<file path="src/fir_ctrl_map.svh">
// Purpose: offsets, field positions, fixed words and timing counts for the fir host controller
// Assumes: 25 MHz clock, device port is write-only
// Notes:   definitions only
`ifndef FIR_CTRL_MAP_SVH
`define FIR_CTRL_MAP_SVH

// ----------------------------------------------------------------
// device register map
// ----------------------------------------------------------------
`define ADDR_FILTER_CONFIG_WORD 9'h000
`define ADDR_FILTER_OPTION_WORD 9'h001
`define ADDR_COEF_BANK_BASE     9'h100
`define COEF_SET_STRIDE         9'h008
`define COEF_CELL_B_OFFSET      9'h004

// ----------------------------------------------------------------
// config and option word fields, fixed config words
// ----------------------------------------------------------------
`define CFG_DEC_LSB             0
`define CFG_DEC_W               4
`define CFG_CELL_A_EVEN_BIT     6
`define CFG_CELL_B_EVEN_BIT     7
`define OPT_REVERSAL_OFF_BIT    4
`define CFG_WORD_EVEN_DEC3      10'h1d2
`define CFG_WORD_ODD_DEC3       10'h112
`define CFG_WORD_MUX_DEC3       10'h152

// ----------------------------------------------------------------
// output select codes
// ----------------------------------------------------------------
`define OUT_SEL_CELL_A          2'h1
`define OUT_SEL_CELL_B          2'h2

// ----------------------------------------------------------------
// timing and decimation limit
// ----------------------------------------------------------------
`define CLK_PERIOD_NS           40
`define T_ADDR_SETUP_NS         10
`define T_WR_LOW_NS             12
`define T_WR_HIGH_NS            12
`define CYCLES_MIN(ns) (((ns) + `CLK_PERIOD_NS - 1) / `CLK_PERIOD_NS)
`define MAX_DEC_FACTOR          16

`endif

</file>
<file path="src/fir_ctrl_pkg.sv">
// Purpose: shared types for the fir host controller
// Assumes: constants live in fir_ctrl_map.svh
// Notes:   none
package fir_ctrl_pkg;

  typedef struct packed {
    logic       lifo_swap_strobe;
    logic       accum_keep;
    logic [4:0] coef_set_select;
    logic [1:0] output_select;
    logic       shift_hold;
    logic       fwd_path_gate;
    logic       rev_path_gate;
  } strobe_t;

  typedef struct packed {
    logic [8:0] addr;
    logic [9:0] data;
  } cfg_write_t;

  typedef enum logic [1:0] {
    WR_IDLE,
    WR_SETUP,
    WR_LOW,
    WR_HOLD
  } wr_state_t;

endpackage

</file>
<file path="src/cfg_port_writer.sv">
// Purpose: drives one write cycle on the device parallel config port
// Assumes: request comes from logic on the same clock
// Notes:   address and data held from setup through hold phase
`timescale 1ns/1ps
`include "fir_ctrl_map.svh"

module cfg_port_writer
  import fir_ctrl_pkg::*;
(
  input  wire logic       clock,
  input  wire logic       rst,
  input  wire logic       req_valid,
  output      logic       req_ready,
  input  wire cfg_write_t req,
  output      logic [8:0] cfg_addr,
  output      logic [9:0] cfg_data_in,
  output      logic       cfg_wr_n,
  output      logic       done
);

  localparam logic [1:0] SETUP_CYC = 2'(`CYCLES_MIN(`T_ADDR_SETUP_NS));
  localparam logic [1:0] LOW_CYC   = 2'(`CYCLES_MIN(`T_WR_LOW_NS));
  localparam logic [1:0] HIGH_CYC  = 2'(`CYCLES_MIN(`T_WR_HIGH_NS));

  wr_state_t  state;
  wr_state_t  next_state;
  logic [1:0] count;
  logic       count_end;
  logic       take;

  assign req_ready = (state == WR_IDLE);
  assign take      = req_valid && req_ready;
  assign count_end = (count == 2'h1);
  assign done      = (state == WR_HOLD) && count_end;

  always_comb begin
    next_state = state;
    unique case (state)
      WR_IDLE:  if (take) next_state = WR_SETUP;
      WR_SETUP: if (count_end) next_state = WR_LOW;
      WR_LOW:   if (count_end) next_state = WR_HOLD;
      WR_HOLD:  if (count_end) next_state = WR_IDLE;
    endcase
  end

  // address set up before strobe falls, data held past its rise
  always_ff @(posedge clock or posedge rst) begin
    if (rst) begin
      state       <= WR_IDLE;
      count       <= 2'h0;
      cfg_addr    <= 9'h000;
      cfg_data_in <= 10'h000;
      cfg_wr_n    <= 1'b1;
    end else begin
      state <= next_state;
      if (take) begin
        cfg_addr    <= req.addr;
        cfg_data_in <= req.data;
        count       <= SETUP_CYC;
      end else if (next_state != state) begin
        count <= (next_state == WR_LOW) ? LOW_CYC : HIGH_CYC;
      end else if (!count_end) begin
        count <= count - 2'h1;
      end
      cfg_wr_n <= !(next_state == WR_LOW);
    end
  end

endmodule // cfg_port_writer

</file>
<file path="src/fir_host_ctrl.sv">
// Purpose: host controller for a dual decimating symmetric fir device
// Assumes: single 25 MHz clock; device port write-only; user side on same clock
// Notes:   snoops its own config writes to learn the decimation factor
//
// Contract
// - swap strobe once every n clocks (the controller issues none when n is 1)
// - accum_keep low once every n clocks
// - coefficient set cycles through n sets
// - odd mode: swap one clock earlier
// - host stores centre coefficient halved (the controller passes coefficients untouched; the user halves the centre tap)
// - even dec3 config word is 1d2
// - odd dec3 config word is 112
// - mixed mux dec3 config word is 152
// - writes present address, data, write strobe
// - mux select: odd result first, even second
`timescale 1ns/1ps
`include "fir_ctrl_map.svh"

module fir_host_ctrl
  import fir_ctrl_pkg::*;
#(
  parameter int MAX_DEC = `MAX_DEC_FACTOR
)(
  input  wire logic       clock,
  input  wire logic       rst,
  // user write requests
  input  wire logic       cmd_valid,
  output      logic       cmd_ready,
  input  wire logic [1:0] cmd_kind,
  input  wire logic [8:0] cmd_addr,
  input  wire logic [9:0] cmd_data,
  output      logic       cmd_done,
  // user run control
  input  wire logic       run,
  input  wire logic       mux_enable,
  input  wire logic [4:0] coef_base,
  input  wire logic [1:0] fixed_select,
  output      logic [4:0] dec_factor,
  output      logic       odd_mode,
  // device pins
  output      logic [8:0] cfg_addr,
  output      logic [9:0] cfg_data_in,
  output      logic       cfg_wr_n,
  output      strobe_t    strobes
);

  generate
    if (MAX_DEC < 1 || MAX_DEC > `MAX_DEC_FACTOR) begin : g_bad_dec
      $error("MAX_DEC out of range");
    end
  endgenerate

  // ----------------------------------------------------------------
  // command shaping
  // ----------------------------------------------------------------
  // cmd_kind: 0 raw word, 1 coefficient (addr = set*8+tap), 2 dec field only
  // coefficient index: set in [7:3], cell b in [2], tap in [1:0]
  function automatic logic [8:0] coef_addr(input logic [8:0] idx);
    coef_addr = `ADDR_COEF_BANK_BASE + (idx & 9'h0ff);
  endfunction

  function automatic logic [9:0] dec_word(input logic [9:0] n);
    dec_word = (n - 10'h001) & 10'h00f;
  endfunction

  cfg_write_t shaped;
  logic       writer_ready;
  logic       writer_done;
  logic       take;
  cfg_write_t last_req;
  logic       pending_cfg;

  assign shaped.addr = (cmd_kind == 2'h1) ? coef_addr(cmd_addr)
                     : (cmd_kind == 2'h2) ? `ADDR_FILTER_CONFIG_WORD
                     : cmd_addr;
  // coefficients pass untouched: the user halves the odd-length centre tap
  assign shaped.data = (cmd_kind == 2'h2) ? dec_word(cmd_data) : cmd_data;
  assign cmd_ready   = writer_ready;
  assign take        = cmd_valid && writer_ready;

  cfg_port_writer u_writer (
    .clock       (clock),
    .rst         (rst),
    .req_valid   (cmd_valid),
    .req_ready   (writer_ready),
    .req         (shaped),
    .cfg_addr    (cfg_addr),
    .cfg_data_in (cfg_data_in),
    .cfg_wr_n    (cfg_wr_n),
    .done        (writer_done)
  );

  // ----------------------------------------------------------------
  // config snoop
  // ----------------------------------------------------------------
  // the port is write-only, so the mode is learned from what we wrote
  logic [9:0] cfg_shadow;
  logic [4:0] next_dec;
  logic       clamp;

  // 1d2 / 112 / 152 differ only in the cell even bits
  assign odd_mode = !(cfg_shadow[`CFG_CELL_A_EVEN_BIT] && cfg_shadow[`CFG_CELL_B_EVEN_BIT]);
  assign next_dec = 5'(cfg_shadow[`CFG_DEC_LSB +: `CFG_DEC_W]) + 5'h01;
  assign clamp    = (32'(next_dec) > MAX_DEC);

  always_ff @(posedge clock or posedge rst) begin
    if (rst) begin
      last_req    <= '0;
      pending_cfg <= 1'b0;
      cfg_shadow  <= 10'h000;
      cmd_done    <= 1'b0;
    end else begin
      cmd_done <= writer_done;
      if (take) begin
        last_req    <= shaped;
        pending_cfg <= (shaped.addr == `ADDR_FILTER_CONFIG_WORD);
      end
      if (writer_done && pending_cfg) begin
        cfg_shadow <= last_req.data;
      end
    end
  end

  // ----------------------------------------------------------------
  // per-clock strobe sequencer
  // ----------------------------------------------------------------
  logic [4:0] phase;
  logic [4:0] n_eff;
  logic [4:0] last_phase;
  logic       period_start;
  logic       swap_now;
  logic [1:0] odd_sel;
  logic [1:0] even_sel;
  logic [1:0] next_sel;
  strobe_t    next_strobes;

  assign dec_factor   = clamp ? 5'(MAX_DEC) : next_dec;
  assign n_eff        = dec_factor;
  assign last_phase   = n_eff - 5'h01;
  assign period_start = (phase == 5'h00);
  // odd mode: device holds swap one clock, so issue it a clock early
  assign swap_now     = odd_mode ? (phase == last_phase) : period_start;
  // cell a even per its config bit; otherwise b carries the even filter
  assign odd_sel      = cfg_shadow[`CFG_CELL_A_EVEN_BIT] ? `OUT_SEL_CELL_B : `OUT_SEL_CELL_A;
  assign even_sel     = cfg_shadow[`CFG_CELL_A_EVEN_BIT] ? `OUT_SEL_CELL_A : `OUT_SEL_CELL_B;
  assign next_sel     = !mux_enable ? fixed_select
                      : period_start ? odd_sel : even_sel;

  always_comb begin
    next_strobes                  = '0;
    next_strobes.lifo_swap_strobe = run && swap_now && (n_eff != 5'h01);
    // low on the first clock of each period restarts the sum
    next_strobes.accum_keep       = run && !period_start;
    next_strobes.coef_set_select  = coef_base + phase;
    next_strobes.output_select    = next_sel;
    next_strobes.shift_hold       = 1'b0;
    next_strobes.fwd_path_gate    = 1'b0;
    next_strobes.rev_path_gate    = 1'b0;
  end

  always_ff @(posedge clock or posedge rst) begin
    if (rst) begin
      phase   <= 5'h00;
      strobes <= '0;
    end else begin
      strobes <= next_strobes;
      if (!run || phase >= last_phase) begin
        phase <= 5'h00;
      end else begin
        phase <= phase + 5'h01;
      end
    end
  end

endmodule // fir_host_ctrl

</file>
<file path="config.mk">
export PLATFORM = sky130hd
export DESIGN_NAME = fir_host_ctrl
export DESIGN_NICKNAME = d
export VERILOG_FILES = /design/src/fir_ctrl_pkg.sv /design/src/cfg_port_writer.sv /design/src/fir_host_ctrl.sv
export VERILOG_INCLUDE_DIRS = /design/src /design/src/src
export SDC_FILE = /design/constraint.sdc
export NUM_CORES = 1
export LEC_CHECK = 0
export BUFFER_PORTS_ARGS = -buffer_cell sky130_fd_sc_hd__buf_2
export CORE_UTILIZATION = 53
export DETAILED_ROUTE_END_ITERATION = 8
export PLACE_DENSITY = 0.78
export REMOVE_ABC_BUFFERS = 1
export SLEW_MARGIN = 30
export SYNTH_ARGS = -nofsm -noshare
export SYNTH_HDL_FRONTEND = slang
export SYNTH_HIERARCHICAL = 1
export SYNTH_SLANG_ARGS = --single-unit
</file>
<file path="constraint.sdc">
create_clock -name clock -period 3.1 [get_ports clock]
set_input_delay 0.31 -clock clock [delete_from_list [all_inputs] [get_ports clock]]
set_output_delay 0.31 -clock clock [all_outputs]
set_load 0.005 [all_outputs]
</file>
==> flow_summary.ini <==
[cts]
cts.path.max_buffers = 2
htreeDepth = 2
post_cts_buffers = 0
cts_resized = 0
cts-root-buf = clkbuf_8
cts_tree = done
insertion_delay_ps = 310
holdBufCountCts = 0
cts_buffers = 5
path_clk_slew_ps = 100
cts_sinks = 52

[die]
die_x_um = 74.0
floorplan.die_area_um2 = 5470
start_util_pct = 56.6
io_pins = 73
core-area_um2 = 4850
die_h_um = 74.0
fp-row-count = 25

[sta]
final-max-slew-violation-count = 0
worst_pin_slew_ps = 609
fmaxAchievable_ghz = 0.384
finClkSkew_ps = 10.3
setup_slack_ps = 494
max-slew-margin-rel_pct = 59.4
hold_violations = 0
grt_setup_unrepaired = false
timing.setup.tns_ps = 0
setup_viol = 0
timing.final.crit_share_pct = 84.1
fin_crit_ps = 2610
whs_ps = 40.2

[power]
p_seq_share_pct = 42.5
power_switching_mw = 0.943
p_clk_share_pct = 14.4
pwr-share-comb_pct = 43.1
power.internal_mw = 1.81
p_sw_share_pct = 34.3
leakage_nw = 1.63
ir_drop_uv = 467
p_per_area_nw_per_um2 = 855
power_mw = 2.75

[worst_setup_path]
cp_max_fo = 12
r2r-start = cfg_shadow[0]
path_class = reg2reg
cp_num_buf_inv = 1
worstPathCellList = inv_1 > ha_1 > o21ai_0 > a31o_2 > a21oi_1 > ha_1 > nand3_1 > o21ai_0 > nor2_1
cp_top_family = compound AO/OA/AOI/OAI gates
critPathCaptureType = flip-flop
cp.arrival_ps = 2780
worstSetupStartpointType = flip-flop
cp.required_ps = 3270
crit_start = cfg_shadow[0]
max_stage_delay_ps = 550
cp_slowest_cell = dfrtp_1
rrSetupSlack_ps = 490

[routing]
drt-initial-drc-count = 87
ant_nets = 0
routedWlPerCell_um = 12.9
dr.pass1.iters = 4
vias_per_cell = 4.94
wl_mm = 4.79
num_vias = 1831
post-route-drc-count = 0

[flow_run]
drv_cap = 0

[global_route]
grt_pass1_vias = 1742
grt_max_degree = 29
antenna_found_initial = 0
gr-total-overflow = 0
grt_pass1_wl_mm = 7.78
grt_usage_pct = 18.8

[synth]
netlist_top_cells_count = dfrtp_1, mux2_4, inv_1
synth.distinct_cells = 42
synth_area_leaders = dfrtp_1, mux2_4, ha_1
ys_dominant_reg_cell = dfrtp_1
synth_simple_gate_area_share_pct = 11.8
yosysTopAreaCellShare_pct = 46.5
synth-edff-count = 0
synthCells = 234
synth_top_area_cell = dfrtp_1
ys_seq_area_share_pct = 47.4
ys.warnings.count = 6
synthAdderAreaFrac_pct = 7.93
synth_xor_xnor_area_share_pct = 4.15
async_reset_ff_share_pct = 100
synthMuxAreaShare_pct = 16.1
synth.avg_cell_area_um2 = 11.7
synth.most_common_cell = dfrtp_1
syn_area_um2 = 2750
synth-compound-area-share_pct = 7.79
ys_ff_latch = 52
synth_top_family_by_area = multiplexers

[placed_design]
dpl_cell_area_um2 = 3120
port_buffers = 69
hpwl_mm = 3.59
detailedPlace.worstSlack_ps = 484
place.gp.congestion = 0.837

[layout]
drive_gt1_share_pct = 39.5
syn_to_final_growth_pct = 17.1
fin_nets = 352
insertedDiodeCount = 0
design_area_um2 = 3220

[status]
outcome = complete, no violations

[min_path]
hold_class = in2async
[state kept, by name, indices dropped and copies added, names as in the netlist]
| name | count |
|---|---|
| last_req | 6 |
| cfg_shadow | 6 |
| u_writer/cfg_data_in | 10 |
| u_writer/cfg_wr_n | 1 |
| pending_cfg | 1 |
| u_writer/count | 2 |
| u_writer/cfg_addr | 9 |
| phase | 5 |
| strobes | 9 |
| cmd_done | 1 |
| u_writer/state | 2 |
[area by class of cell]
| cell class | instances | area (um^2) |
|---|---|---|
| Timing Repair Buffer | 69 | 345 |
| Tap cell | 67 | 83.8 |
| Sequential cell | 52 | 1300 |
| Clock inverter | 3 | 26.3 |
| Inverter | 18 | 67.6 |
| Clock buffer | 5 | 68.8 |
| Fill cell | 375 | 1630 |
| Multi-Input combinational cell | 157 | 1320 |
[placed cells by master (no fill, tap or decap), drive strengths merged]
cell type  count
maj3           1
dfrtp         51
fa             1
xnor2          8
mux2          32
o21ai          7
ha            15
nand2b         5
o211ai         1
nor4b          1
a31o           1
a31oi          4
a21oi          9
clkinvlp       2
o311ai         1
nand3          5
nor2b          2
and3           2
or4            1
o31ai          3
a21o           3
o41ai          1
buf           69
conb           3
nand3b         1
nor2          14
a21boi         1
nand2         10
nor4           1
o21a           2
xor2           5
dfstp          1
clkbuf         5
inv           19
nor3           1
mux2i          1
and2          15
[power by group through the flow]
stage	Sequential [mW]	Clock (mW)	Combinational (mW)
final	1.17	0.397	1.18
after global routing	1.21	0.434	1.32
after CTS	1.17	0.413	1.20
after detailed placement	1.18	0	1.19
after global placement	1.17	0	1.16
after floorplan	1.17	0	0.794
[path summary, 6_finish.rpt]
check,to,cells past startpoint
worst max register to register,phase[4],9
min in group clock,strobes[4],2
worst min register to register,u_writer/cfg_data_in[3],1
worst min-delay path,u_writer/cfg_addr[8],2
worst max-delay path,phase[4],9
max in group asynchronous,strobes[11],2
[through the flow]
stage          cells  util, %
4_1_cts          371     66.3
6_report         371     66.3
5_1_grt          371     66.3
2_1_floorplan    227        -
3_5_place_dp     363     64.4
3_3_place_gp     363     64.4
[routing by layer]
| metal | part of all wire, % | routed length (um) | up-vias | GRT usage, % |
|---|---|---|---|---|
| met5 | 0 | 0 | - | 0 |
| met4 | 0.77 | 37 | 0 | 5.77 |
| met3 | 4.4 | 213 | 2 | 4.47 |
| met2 | 47 | 2250 | 49 | 30.5 |
| met1 | 48 | 2290 | 853 | 25.0 |
| li1 | - | - | 927 | - |
[cells by family (layout without fill, tap and decap cells)]
kind of cell	Yosys count	in the layout
AOI/OAI and AO/OA	33	33
DFF	52	52
buffers and inverters	27	95
and+or+nand+nor	58	58
adders and majority gates	17	17
muxes	33	33
xor gates and xnor gates	13	13
other	1	3
Note: power is estimated with default switching activity, not from simulation.
